$ cat config.mk
export PLATFORM = sky130hd
export DESIGN_NAME = cfhp_port
export DESIGN_NICKNAME = d
export VERILOG_FILES = /design/src/logic/cfhp_pkg.sv /design/src/logic/cfhp_strobe_if.sv /design/src/logic/cfhp_strobe.sv /design/src/logic/cfhp_port.sv
export SDC_FILE = /design/constraint.sdc
export NUM_CORES = 1
export LEC_CHECK = 0
export ABC_AREA = 1
export BUFFER_PORTS_ARGS = -buffer_cell sky130_fd_sc_hd__buf_2
export CAP_MARGIN = 20
export CORE_UTILIZATION = 48
export CTS_BUF_LIST = sky130_fd_sc_hd__clkbuf_8
export DETAILED_ROUTE_END_ITERATION = 8
export GPL_ROUTABILITY_DRIVEN = 0
export HOLD_SLACK_MARGIN = 0.02
export PLACE_DENSITY = 0.8
export SYNTH_ARGS = -nofsm -noshare
export SYNTH_HDL_FRONTEND = slang
export SYNTH_SLANG_ARGS = --single-unit
$ cat constraint.sdc
create_clock -name clk_i -period 1.17 [get_ports clk_i]
set_input_delay 0.234 -clock clk_i [delete_from_list [all_inputs] [get_ports clk_i]]
set_output_delay 0.234 -clock clk_i [all_outputs]
set_load 0.005 [all_outputs]
$ cat src/logic/cfhp_pkg.sv
/*
 * constants, types and decode helpers for the cpu-style parallel host port.
 * assumes one instance per channel, all pins synchronous to the 200 MHz clock.
 */
// Behaviour
// chip select high: ignore strobes, no access, data bus released.
// read strobe at address 0 presents next receive byte and pops it.
// write strobe at address 0 pushes the data lines into transmit pipe.
// read strobe at address 1 drives status byte, pipes untouched.
// status bit0 data waiting, bit2 suspended, bit3 configured.
// processor writes only after status bit1 shows transmit room.
// processor reads only after status bit0 shows received data.
// status bits 4 to 7 are meaningless; device returns zero there.
// write strobe at address 1 requests immediate send of pending data.
// immediate-send request is registered and held in the usb clock domain.
// each channel instantiates its own independent copy of this port.
// port only active when configuration memory selects this mode.
// data bus driven only while select and read strobe both low.
// one pipe access per strobe pulse; write byte taken at rising edge.
package cfhp_pkg;
    localparam int unsigned DATA_W        = 8;
    localparam int unsigned ST_RX_AVAIL   = 0;
    localparam int unsigned ST_TX_FREE    = 1;
    localparam int unsigned ST_SUSPEND    = 2;
    localparam int unsigned ST_CONFIG     = 3;
    localparam logic [3:0]  ST_UNUSED_VAL = 4'h0;
    localparam logic [7:0]  DATA_RST      = 8'h00;
    localparam logic        STROBE_RST    = 1'b1;
    localparam logic        SEL_PIPE      = 1'b0;
    localparam logic        SEL_STATUS    = 1'b1;

    typedef logic [DATA_W-1:0] cfhp_byte_t;

    // decode of one access target, shared by read and write paths
    function automatic logic cfhp_hit(input logic enable, input logic strobe, input logic sel,
                                      input logic want);
        cfhp_hit = enable & strobe & (sel == want);
    endfunction : cfhp_hit
endpackage : cfhp_pkg

$ cat src/logic/cfhp_strobe_if.sv
/*
 * strobe events between the pin edge detector and the port core.
 * assumes both ends run on the same clock.
 */
`timescale 1ns/1ps
interface cfhp_strobe_if;
    import cfhp_pkg::*;
    logic       rd_fall;
    logic       rd_sel;
    logic       wr_rise;
    logic       wr_sel;
    cfhp_byte_t wr_data;

    modport det  (output rd_fall, rd_sel, wr_rise, wr_sel, wr_data);
    modport core (input  rd_fall, rd_sel, wr_rise, wr_sel, wr_data);
endinterface : cfhp_strobe_if

$ cat src/logic/cfhp_strobe.sv
/*
 * edge detector for the read and write strobes of the host port.
 * assumes pins are synchronous to clk_i; strobes idle high.
 */
`timescale 1ns/1ps
module cfhp_strobe (
    input  wire logic          clk_i,
    input  wire logic          arst_n_i,
    input  wire logic          cs_n_i,
    input  wire logic          register_select_i,
    input  wire logic          rd_n_i,
    input  wire logic          wr_n_i,
    input  wire cfhp_pkg::cfhp_byte_t data_i,
    cfhp_strobe_if.det         strb
);
    import cfhp_pkg::*;

    logic       rd_q;
    logic       wr_q;
    logic       cs_q;
    logic       sel_q;
    cfhp_byte_t data_q;
    logic       next_rd_q;
    logic       next_wr_q;
    logic       next_cs_q;
    logic       next_sel_q;
    cfhp_byte_t next_data_q;

    always_comb begin
        next_rd_q   = rd_n_i;
        next_wr_q   = wr_n_i;
        next_cs_q   = cs_n_i;
        next_sel_q  = register_select_i;
        next_data_q = data_i;
    end

    always_ff @(posedge clk_i or negedge arst_n_i) begin
        if (!arst_n_i) begin
            rd_q   <= STROBE_RST;
            wr_q   <= STROBE_RST;
            cs_q   <= STROBE_RST;
            sel_q  <= SEL_PIPE;
            data_q <= DATA_RST;
        end else begin
            rd_q   <= next_rd_q;
            wr_q   <= next_wr_q;
            cs_q   <= next_cs_q;
            sel_q  <= next_sel_q;
            data_q <= next_data_q;
        end
    end

    // read acts on the falling edge so the byte is ready early in the pulse
    assign strb.rd_fall = rd_q & ~rd_n_i & ~cs_n_i;
    assign strb.rd_sel  = register_select_i;
    // write uses the last sample while the strobe was low: hold time is short
    assign strb.wr_rise = ~wr_q & wr_n_i & ~cs_q;
    assign strb.wr_sel  = sel_q;
    assign strb.wr_data = data_q;
endmodule : cfhp_strobe

$ cat src/logic/cfhp_port.sv
/*
 * cpu-style parallel host port of one channel: data pipes, status, send-now.
 * assumes the usb engine runs on clk_i and pipe handshakes are single-cycle.
 */
`timescale 1ns/1ps
module cfhp_port (
    input  wire logic                 clk_i,
    input  wire logic                 arst_n_i,
    input  wire logic                 mode_enable_i,
    input  wire logic                 cs_n_i,
    input  wire logic                 register_select_i,
    input  wire logic                 rd_n_i,
    input  wire logic                 wr_n_i,
    input  wire cfhp_pkg::cfhp_byte_t data_i,
    output logic [7:0]                data_o,
    output logic                      data_oe_o,
    input  wire logic                 rx_valid_i,
    input  wire cfhp_pkg::cfhp_byte_t rx_data_i,
    output logic                      rx_pop_o,
    input  wire logic                 tx_space_free_i,
    output logic                      tx_push_o,
    output logic [7:0]                tx_data_o,
    input  wire logic                 usb_active_n_i,
    input  wire logic                 configured_i,
    output logic                      flush_o,
    input  wire logic                 flush_ack_i
);
    import cfhp_pkg::*;

    // one instance per channel; nothing here is shared between channels R11
    cfhp_strobe_if strb ();

    cfhp_strobe u_strobe (
        .clk_i             (clk_i),
        .arst_n_i          (arst_n_i),
        .cs_n_i            (cs_n_i),
        .register_select_i (register_select_i),
        .rd_n_i            (rd_n_i),
        .wr_n_i            (wr_n_i),
        .data_i            (data_i),
        .strb              (strb.det)
    );

    cfhp_byte_t status;
    logic       rd_pipe;
    logic       rd_stat;
    logic       wr_pipe;
    logic       wr_stat;
    cfhp_byte_t next_data;
    logic       next_oe;
    logic       next_pop;
    logic       next_push;
    cfhp_byte_t next_tx_data;
    logic       next_flush;

    always_comb begin
        status              = '0;
        status[ST_RX_AVAIL] = rx_valid_i;
        status[ST_TX_FREE]  = tx_space_free_i;
        status[ST_SUSPEND]  = usb_active_n_i;
        status[ST_CONFIG]   = configured_i;
        status[7:4]         = ST_UNUSED_VAL;
    end

    always_comb begin
        rd_pipe      = cfhp_hit(mode_enable_i, strb.rd_fall, strb.rd_sel, SEL_PIPE);
        rd_stat      = cfhp_hit(mode_enable_i, strb.rd_fall, strb.rd_sel, SEL_STATUS);
        wr_pipe      = cfhp_hit(mode_enable_i, strb.wr_rise, strb.wr_sel, SEL_PIPE);
        wr_stat      = cfhp_hit(mode_enable_i, strb.wr_rise, strb.wr_sel, SEL_STATUS);
        next_data    = data_o;
        if (rd_pipe) begin
            next_data = rx_data_i;
        end else if (rd_stat) begin
            next_data = status;
        end
        next_pop     = rd_pipe;
        next_oe      = mode_enable_i & ~cs_n_i & ~rd_n_i;
        next_push    = wr_pipe;
        next_tx_data = wr_pipe ? strb.wr_data : tx_data_o;
        // request stays up until the usb engine takes it; a new set beats the ack
        next_flush   = wr_stat | (flush_o & ~flush_ack_i);
    end

    always_ff @(posedge clk_i or negedge arst_n_i) begin
        if (!arst_n_i) begin
            data_o    <= DATA_RST;
            data_oe_o <= 1'b0;
            rx_pop_o  <= 1'b0;
            tx_push_o <= 1'b0;
            tx_data_o <= DATA_RST;
            flush_o   <= 1'b0;
        end else begin
            data_o    <= next_data;
            data_oe_o <= next_oe;
            rx_pop_o  <= next_pop;
            tx_push_o <= next_push;
            tx_data_o <= next_tx_data;
            flush_o   <= next_flush;
        end
    end

    property p_pop_cause;
        @(posedge clk_i) disable iff (!arst_n_i)
        rx_pop_o |-> $past(strb.rd_fall) && ($past(strb.rd_sel) == SEL_PIPE) && $past(mode_enable_i);
    endproperty
    a_pop_cause: assert property (p_pop_cause) else $error("receive pop without pipe read strobe");

    property p_pop_once;
        @(posedge clk_i) disable iff (!arst_n_i)
        rx_pop_o |=> !rx_pop_o;
    endproperty
    a_pop_once: assert property (p_pop_once) else $error("receive pipe popped twice for one strobe");

    property p_push_data;
        @(posedge clk_i) disable iff (!arst_n_i)
        tx_push_o |-> $past(strb.wr_rise) && ($past(strb.wr_sel) == SEL_PIPE) && (tx_data_o == $past(data_i, 2));
    endproperty
    a_push_data: assert property (p_push_data) else $error("transmit push wrong cause or byte");

    property p_status_read;
        @(posedge clk_i) disable iff (!arst_n_i)
        (mode_enable_i && strb.rd_fall && strb.rd_sel == SEL_STATUS) |=>
            (data_o[ST_RX_AVAIL] == $past(rx_valid_i)) && (data_o[ST_SUSPEND] == $past(usb_active_n_i))
            && (data_o[ST_CONFIG] == $past(configured_i)) && !rx_pop_o;
    endproperty
    a_status_read: assert property (p_status_read) else $error("status read wrong or popped pipe");

    property p_unused_bits;
        @(posedge clk_i) disable iff (!arst_n_i)
        (mode_enable_i && strb.rd_fall && strb.rd_sel == SEL_STATUS) |=>
            (data_o[7:4] == ST_UNUSED_VAL) && (data_o[ST_TX_FREE] == $past(tx_space_free_i));
    endproperty
    a_unused_bits: assert property (p_unused_bits) else $error("status upper bits not as defined");

    property p_oe_gate;
        @(posedge clk_i) disable iff (!arst_n_i)
        data_oe_o |-> !$past(cs_n_i) && !$past(rd_n_i) && $past(mode_enable_i);
    endproperty
    a_oe_gate: assert property (p_oe_gate) else $error("data bus driven outside read strobe");

    property p_cs_idle;
        @(posedge clk_i) disable iff (!arst_n_i)
        cs_n_i ##1 cs_n_i |-> ##1 (!data_oe_o && !rx_pop_o && !tx_push_o);
    endproperty
    a_cs_idle: assert property (p_cs_idle) else $error("activity while chip select high");

    property p_flush_set;
        @(posedge clk_i) disable iff (!arst_n_i)
        (mode_enable_i && strb.wr_rise && strb.wr_sel == SEL_STATUS) |=> flush_o && !tx_push_o;
    endproperty
    a_flush_set: assert property (p_flush_set) else $error("send-now write did not raise flush");

    property p_flush_hold;
        @(posedge clk_i) disable iff (!arst_n_i)
        (flush_o && !flush_ack_i) |=> flush_o;
    endproperty
    a_flush_hold: assert property (p_flush_hold) else $error("flush request dropped before ack");

    property p_disabled;
        @(posedge clk_i) disable iff (!arst_n_i)
        !mode_enable_i |=> (!data_oe_o && !rx_pop_o && !tx_push_o && ($rose(flush_o) == 1'b0));
    endproperty
    a_disabled: assert property (p_disabled) else $error("port active while mode disabled");

    property p_pop_data;
        @(posedge clk_i) disable iff (!arst_n_i)
        (mode_enable_i && strb.rd_fall && strb.rd_sel == SEL_PIPE) |=>
            rx_pop_o && data_oe_o && (data_o == $past(rx_data_i));
    endproperty
    a_pop_data: assert property (p_pop_data) else $error("pipe read did not present and pop head byte");

    property p_push_set;
        @(posedge clk_i) disable iff (!arst_n_i)
        (mode_enable_i && strb.wr_rise && strb.wr_sel == SEL_PIPE) |=>
            tx_push_o && (tx_data_o == $past(strb.wr_data));
    endproperty
    a_push_set: assert property (p_push_set) else $error("pipe write did not push the captured byte");

    property p_push_once;
        @(posedge clk_i) disable iff (!arst_n_i)
        tx_push_o |=> !tx_push_o;
    endproperty
    a_push_once: assert property (p_push_once) else $error("transmit pipe pushed twice for one strobe");

    property p_flush_cause;
        @(posedge clk_i) disable iff (!arst_n_i)
        $rose(flush_o) |-> $past(strb.wr_rise) && ($past(strb.wr_sel) == SEL_STATUS) && $past(mode_enable_i);
    endproperty
    a_flush_cause: assert property (p_flush_cause) else $error("flush raised without send-now write");

    property p_flush_clear;
        @(posedge clk_i) disable iff (!arst_n_i)
        (flush_o && flush_ack_i && !(mode_enable_i && strb.wr_rise && strb.wr_sel == SEL_STATUS)) |=> !flush_o;
    endproperty
    a_flush_clear: assert property (p_flush_clear) else $error("flush request kept after ack");

    property p_oe_follow;
        @(posedge clk_i) disable iff (!arst_n_i)
        (mode_enable_i && !cs_n_i && !rd_n_i) |=> data_oe_o;
    endproperty
    a_oe_follow: assert property (p_oe_follow) else $error("data bus not driven during read strobe");

    property p_oe_release;
        @(posedge clk_i) disable iff (!arst_n_i)
        (cs_n_i || rd_n_i) |=> !data_oe_o;
    endproperty
    a_oe_release: assert property (p_oe_release) else $error("data bus not released after read");

    property p_cs_no_flush;
        @(posedge clk_i) disable iff (!arst_n_i)
        cs_n_i ##1 cs_n_i |-> ##1 !$rose(flush_o);
    endproperty
    a_cs_no_flush: assert property (p_cs_no_flush) else $error("send-now taken while chip select high");

    property p_data_hold;
        @(posedge clk_i) disable iff (!arst_n_i)
        !(mode_enable_i && strb.rd_fall) |=> $stable(data_o);
    endproperty
    a_data_hold: assert property (p_data_hold) else $error("bus output byte changed without a read");

    property p_tx_data_hold;
        @(posedge clk_i) disable iff (!arst_n_i)
        !(mode_enable_i && strb.wr_rise && strb.wr_sel == SEL_PIPE) |=> $stable(tx_data_o);
    endproperty
    a_tx_data_hold: assert property (p_tx_data_hold) else $error("transmit byte changed without a push");
endmodule : cfhp_port

==> results of run 1 <==
==> cell usage after synthesis <==
cell type	count
clkinv_4	1
dfrtp_1	29
dfstp_2	3
inv_1	4
inv_2	3
nand2_1	44
nand3_1	2
nand3_4	1
nand4_1	4
nand4_2	1
nor2_1	12
nor2_2	1
o21ai_0	1
o21ai_1	2
or2_1	1
==> how the worst max path moves through the flow <==
stage | from | to | slack, ps | cells after the start
detailed placement | u_strobe.rd_q$_DFF_PN1_ | data_o[1]$_DFFE_PN0P_ | -30 | 3
floorplan | u_strobe.rd_q$_DFF_PN1_ | data_o[0]$_DFFE_PN0P_ | 120 | 3
finish | u_strobe.rd_q$_DFF_PN1_ | data_o[1]$_DFFE_PN0P_ | 50 | 3
global route | u_strobe.rd_q$_DFF_PN1_ | data_o[3]$_DFFE_PN0P_ | 0.8 | 3
global placement | u_strobe.rd_q$_DFF_PN1_ | data_o[0]$_DFFE_PN0P_ | 60 | 3
CTS | u_strobe.rd_q$_DFF_PN1_ | data_o[1]$_DFFE_PN0P_ | 50 | 3
==> layer usage <==
metal  GRT usage [%]  part of all wire [%]
met3            6.36                   5.8
met2            33.6                    52
met1            25.9                    40
met5               0                     0
met4            13.4                   2.2
==> sequential cells by signal, indices dropped and copies added, names as in the netlist <==
signal	flops
data_o	8
data_oe_o	1
flush_o	1
rx_pop_o	1
tx_data_o	8
tx_push_o	1
u_strobe.cs_q	1
u_strobe.rd_q	1
u_strobe.strb.wr_data	8
u_strobe.strb.wr_sel	1
u_strobe.wr_q	1
==> power groups by stage <==
| stage | combinational (uW) | clock [uW] | sequential (uW) |
|---|---|---|---|
| final | 355 | 807 | 1310 |
| after global routing | 397 | 892 | 1320 |
| after CTS | 358 | 833 | 1310 |
| after detailed placement | 350 | 0 | 1320 |
| after global placement | 330 | 0 | 1320 |
| after floorplan | 118 | 0 | 1330 |
==> worst register-to-register path, stage by stage, from the launching register on <==
cell	delay [ps]
dfstp_2	600
nand4_4	190
nor2_1	160
nor2_1	70
==> cell families (layout without fill, tap and decap cells) <==
| kind of cell | after synthesis | in the layout | share of synthesized area [%] |
|---|---|---|---|
| compound gates | 3 | 3 | 1.31 |
| buf+inv | 8 | 65 | 3.07 |
| flops | 32 | 32 | 70.4 |
| simple gates | 66 | 66 | 25.2 |
==> metrics by stage <==
step | instance area (sq um) | power [uW] | std cells | worst slack, ps
2_1_floorplan | 1140 | 1450 | 109 | 124
3_3_place_gp | 1430 | 1650 | 185 | 58.7
3_5_place_dp | 1430 | 1670 | 185 | -34.4
4_1_cts | 1540 | 2500 | 194 | 49.1
5_1_grt | 1550 | 2610 | 194 | 0.833
6_report | 1550 | 2470 | 194 | 47.0
==> repair_timing <==
action / 4_1_cts / 5_1_grt
pin swaps: 0 / 1
resized for setup: 1 / 2
endpoints found under the hold margin: 9 / 0
hold buffers: 1 / 0
endpoints found under the setup margin: 4 / 2
==> cell type report <==
type	instances	area, sq um
Sequential cell	32	805
Fill cell	175	687
Multi-Input combinational cell	69	317
Timing Repair Buffer	49	265
Clock buffer	6	82.6
Inverter	8	35.0
Tap cell	28	35.0
Clock inverter	2	7.51
==> flow_summary.json, run 1 <==
{
  "fin_nets": 193,
  "die_area_sq_um": 2580,
  "p_seq_share_pct": 52.9,
  "overflow": 0,
  "synth_cells": 109,
  "worstMarginPinSlew_ps": 315,
  "ant_nets": 0,
  "grt_pass1_wl_um": 3870,
  "yosysUniqueCellTypes": 15,
  "syn_area_per_cell_sq_um": 10.5,
  "fin_crit_sh_pct": 96.0,
  "crit_path_top_delay_cell": "dfstp_2",
  "avgRoutedWirePerCell_um": 12.2,
  "cp_data_arrival_time_ps": 1280,
  "boundaryPins": 48,
  "fin_tns_setup_ps": 0,
  "cts_setup_buffers": 0,
  "layout_commonest_cell": "buf_2",
  "first_iter_violations": 29,
  "seq_area_frac_synth_pct": 70.4,
  "hpwl_um": 1710,
  "drc_errors": 0,
  "setup_viol": 0,
  "clockPowerShare_pct": 32.7,
  "cts_max_level": 2,
  "cp_common_cell": "nor2_1",
  "synth-warning-count": 0,
  "worstPathRequired_ps": 1330,
  "die_height_um": 50.8,
  "vias_per_cell": 4.76,
  "ys_top_cells_by_area": "dfrtp_1 64%, nand2_1 14%, dfstp_2 6.9%, nor2_1 3.9%, nand4_1 2.2%",
  "clk_pin_slew_ps": 60,
  "crit_buf_inv": 0,
  "initial_core_util_pct": 51.1,
  "cp-start-kind": "flip-flop",
  "clock-root-buffer": "clkbuf_8",
  "final-hold-violation-count": 0,
  "max_stage_delay_ps": 600,
  "hp-class": "input port to flip-flop",
  "drv_slew": 0,
  "p_sw_uw": 596,
  "whs_path_depth": 1,
  "leakage_uw": 0.000869,
  "end_kind": "flip-flop",
  "drive_above_1_share_pct": 39.8,
  "fmax_mhz": 890,
  "synth_top_area_share_pct": 63.5,
  "reg2reg_depth": 3,
  "cts_tree": "built",
  "grt_pass1_vias": 933,
  "hold_end": "u_strobe.strb.wr_data[7]$_DFF_PN0_",
  "rows": 17,
  "hold_ws_ps": 64.5,
  "final_cell_mix": "47 x buf_2, 44 x nand2_1, 29 x dfrtp_1",
  "ir_worst_vdd_v": 0.00116,
  "switching_share_pct": 24.1,
  "fin_util_pct": 69.2,
  "p_int_uw": 1870,
  "reg2reg_slack_ps": 50,
  "r2r-end": "data_o[1]$_DFFE_PN0P_",
  "area_growth_pct": 35.4,
  "grt_setup_unrepaired": "false",
  "clkLatencyLatePin_ps": 270,
  "first_pass_iters": 4,
  "finClkSkew_ps": 1.81,
  "syn-num-nets": 137,
  "diodes": 0,
  "io_buffers": 47,
  "synth_area_leader_cell": "dfrtp_1",
  "ys_ff_latch": 32,
  "grt_max_degree": 21,
  "path_delay_family": "flip-flops",
  "track_usage_pct": 21.4,
  "hp-start": "data_i[7]",
  "p_comb_share_pct": 14.4,
  "cap_viol_max_count": 0,
  "num_vias": 923,
  "cts.path.max_buffers": 2,
  "cts_buffers": 5,
  "cp_max_fo": 10,
  "die_w_um": 50.8,
  "antenna_found_initial": 0,
  "synthesis.area_sq_um": 1140,
  "core_area_sq_um": 2230,
  "powerDensity_nw_per_um2": 1600,
  "drt_wl_total_um": 2360,
  "relSlewSlack_pct": 79.0,
  "r2r_start": "u_strobe.rd_q$_DFF_PN1_",
  "status": "finished clean",
  "fin_crit_ps": 1120,
  "cts.sinks": 32,
  "path_cells": "nand4_4 -> nor2_1 -> nor2_1",
  "critical_path_class": "flip-flop to flip-flop"
}
Power figures use the tool's default switching activity.
==> run 2, diff against run 1 <==
--- a/config.mk
+++ b/config.mk
@@ -5,7 +5,6 @@
 export SDC_FILE = /design/constraint.sdc
 export NUM_CORES = 1
 export LEC_CHECK = 0
-export ABC_AREA = 1
 export BUFFER_PORTS_ARGS = -buffer_cell sky130_fd_sc_hd__buf_2
 export CAP_MARGIN = 20
 export CORE_UTILIZATION = 48
==> flow_summary.json, run 2 <==
{
  "p_seq_share_pct": 52.5,
  "async_flop_share_pct": 100,
  "cts.sinks": 32,
  "status": "finished, violations left",
  "drt_wl_total_um": 1920,
  "ys_ff_latch": 32,
  "drv_slew": 0,
  "io_buffers": 47,
  "clkLatencyLatePin_ps": 270,
  "drive_above_1_share_pct": 52.6,
  "cts_buffers": 5,
  "overflow": 0,
  "ant_nets": 0,
  "hpwl_um": 1480,
  "worst_slack_ps": -235,
  "clk_pin_slew_ps": 60,
  "grt_pass1_vias": 813,
  "violations": "negative setup slack",
  "num_vias": 763,
  "syn-num-nets": 104,
  "clock-root-buffer": "clkbuf_8",
  "fin_crit_ps": 1400,
  "final-hold-violation-count": 0,
  "crit_path_top_delay_cell": "dfstp_2",
  "cts_tree": "built",
  "synth_edf_count": 0,
  "rows": 17,
  "dp_cells": 151,
  "clockPowerShare_pct": 32.5,
  "yosysMostFrequentCell": "dfrtp_1",
  "synthesis.area_sq_um": 1150,
  "vias_per_cell": 4.74,
  "finClkSkew_ps": 2.85,
  "reg2reg_slack_ps": -230,
  "die_w_um": 51.0,
  "die_area_sq_um": 2600,
  "hp-start": "data_i[0]",
  "reg2reg_depth": 4,
  "grt_max_degree": 21,
  "fin_nets": 160,
  "whs_path_depth": 1,
  "synth_compound_area_share_pct": 3.90,
  "muxShareOfSynthArea_pct": 13.9,
  "p_sw_uw": 562,
  "highest_layer": "met4",
  "hp-class": "input port to flip-flop",
  "cts.path.max_buffers": 2,
  "yosysUniqueCellTypes": 17,
  "switching_share_pct": 22.4,
  "leakage_uw": 0.000816,
  "grt_setup_unrepaired": "true",
  "synthFlopType": "dfrtp_1",
  "avgRoutedWirePerCell_um": 11.9,
  "fmax_mhz": 712,
  "path_cells": "and4bb_1 -> nor2b_4 -> buf_12 -> mux2_4",
  "final_cell_mix": "47 x buf_2, 29 x dfrtp_1, 9 x nand2_1",
  "area_growth_pct": 34.7,
  "synthXorXnorAreaFrac_pct": 0,
  "finalNonFillerCells": 161,
  "wl_met1_um": 767,
  "hold_end": "u_strobe.strb.wr_data[0]$_DFF_PN0_",
  "worstMarginPinSlew_ps": 314,
  "first_pass_iters": 4,
  "diodes": 0,
  "synth_top_area_share_pct": 62.9,
  "seq_area_frac_synth_pct": 69.7,
  "ir_worst_vdd_v": 0.00120,
  "r2r-end": "tx_data_o[0]$_DFFE_PN0P_",
  "p_comb_share_pct": 15.0,
  "powerDensity_nw_per_um2": 1610,
  "grt_pass1_wl_um": 3240,
  "fin_crit_sh_pct": 120,
  "antenna_found_initial": 0,
  "dr_wl_met2_um": 934,
  "core_area_sq_um": 2230,
  "synth-simple-area-share_pct": 9.33,
  "met3_length_um": 188,
  "die_height_um": 51.0,
  "r2r_start": "u_strobe.cs_q$_DFF_PN1_",
  "max_stage_delay_ps": 510,
  "synth_cells": 76,
  "ys_top_cells_by_area": "dfrtp_1 63%, mux2_4 10%, dfstp_2 6.8%, o21ai_0 3.9%, mux2i_1 3.5%",
  "synthAdderAreaFrac_pct": 0,
  "first_iter_violations": 8,
  "cp_max_fo": 9,
  "critical_path_class": "flip-flop to flip-flop",
  "p_int_uw": 1940,
  "synth-warning-count": 0,
  "relSlewSlack_pct": 79.1,
  "track_usage_pct": 18.3,
  "synth_top_family_by_area": "multiplexers",
  "layout_commonest_cell": "buf_2",
  "path_delay_family": "flip-flops",
  "cp-start-kind": "flip-flop",
  "initial_core_util_pct": 51.7,
  "cp_data_arrival_time_ps": 1560,
  "cts_max_level": 2,
  "ys_top_cells_by_count": "29 x dfrtp_1, 9 x nand2_1, 9 x o21ai_0",
  "end_kind": "flip-flop",
  "crit_buf_inv": 1,
  "hold_ws_ps": 65.7,
  "cap_viol_max_count": 0,
  "worstPathRequired_ps": 1330,
  "boundaryPins": 48,
  "syn_area_per_cell_sq_um": 15.2,
  "setup_viol": 8,
  "synth_area_leader_cell": "dfrtp_1",
  "drc_errors": 0
}
[run 2: kinds of logic after synthesis]
| group | after synthesis |
|---|---|
| DFF | 32 |
| and+or+nand+nor | 18 |
| muxes | 12 |
| AOI/OAI and AO/OA | 9 |
| buffers and inverters | 5 |
[run 2: area by class of cell]
type | count | area, sq um
repair buffers | 53 | 308
multi-input cells | 39 | 313
clock inverters | 2 | 7.51
well taps | 28 | 35.0
clock buffers | 6 | 82.6
inverters | 1 | 3.75
fillers | 176 | 679
flip-flops and latches | 32 | 805
[run 2: how the worst max path moves through the flow]
stage / endpoint / slack [ps] / from / depth (start not counted)
5_1_grt: tx_data_o[0]$_DFFE_PN0P_ / -260 / u_strobe.cs_q$_DFF_PN1_ / 4
4_1_cts: tx_data_o[0]$_DFFE_PN0P_ / -240 / u_strobe.wr_q$_DFF_PN1_ / 4
2_1_floorplan: tx_data_o[0]$_DFFE_PN0P_ / -190 / u_strobe.cs_q$_DFF_PN1_ / 4
6_report: tx_data_o[0]$_DFFE_PN0P_ / -230 / u_strobe.cs_q$_DFF_PN1_ / 4
3_3_place_gp: tx_data_o[3]$_DFFE_PN0P_ / -230 / u_strobe.cs_q$_DFF_PN1_ / 3
3_5_place_dp: tx_data_o[0]$_DFFE_PN0P_ / -270 / u_strobe.cs_q$_DFF_PN1_ / 3
[run 2: per-stage QoR]
stage | utilization, % | instance area (sq um) | worst slack, ps | TNS [ps] | total power, uW
final | 69.6 | 1550 | -235 | -1830 | 2510
after floorplan | - | 1150 | -192 | -1540 | 1490
after global routing | 69.6 | 1550 | -263 | -2040 | 2640
after detailed placement | 64.2 | 1430 | -270 | -2100 | 1720
after CTS | 69.6 | 1550 | -238 | -1830 | 2550
after global placement | 64.2 | 1430 | -228 | -1820 | 1690
[run 2: timing repair]
item / 4_1_cts / 5_1_grt
resized for setup: 0 / 1
hold buffers: 1 / 0
endpoints found under the setup margin: 8 / 9
pin swaps: 1 / 1
endpoints found under the hold margin: 9 / 0
buffers inserted: 1 / 1
[run 2: routing by layer]
layer,vias up,global-route usage [%]
met4,0,11.1
met2,38,30.0
met5,-,0
met1,358,19.5
li1,364,-
met3,3,7.44
[run 2: power groups by stage]
stage	clock, uW	combinational [uW]	sequential (uW)
6_report	814	376	1320
4_1_cts	850	385	1320
2_1_floorplan	0	153	1340
3_5_place_dp	0	382	1330
5_1_grt	894	420	1330
3_3_place_gp	0	364	1330
[run 2: worst register-to-register path, delay by kind of cell (launching register included)]
family	cells	cell delay [ps]
buffers and inverters	1	140
multiplexers	1	300
flip-flops	1	510
AND/OR/NAND/NOR	2	340
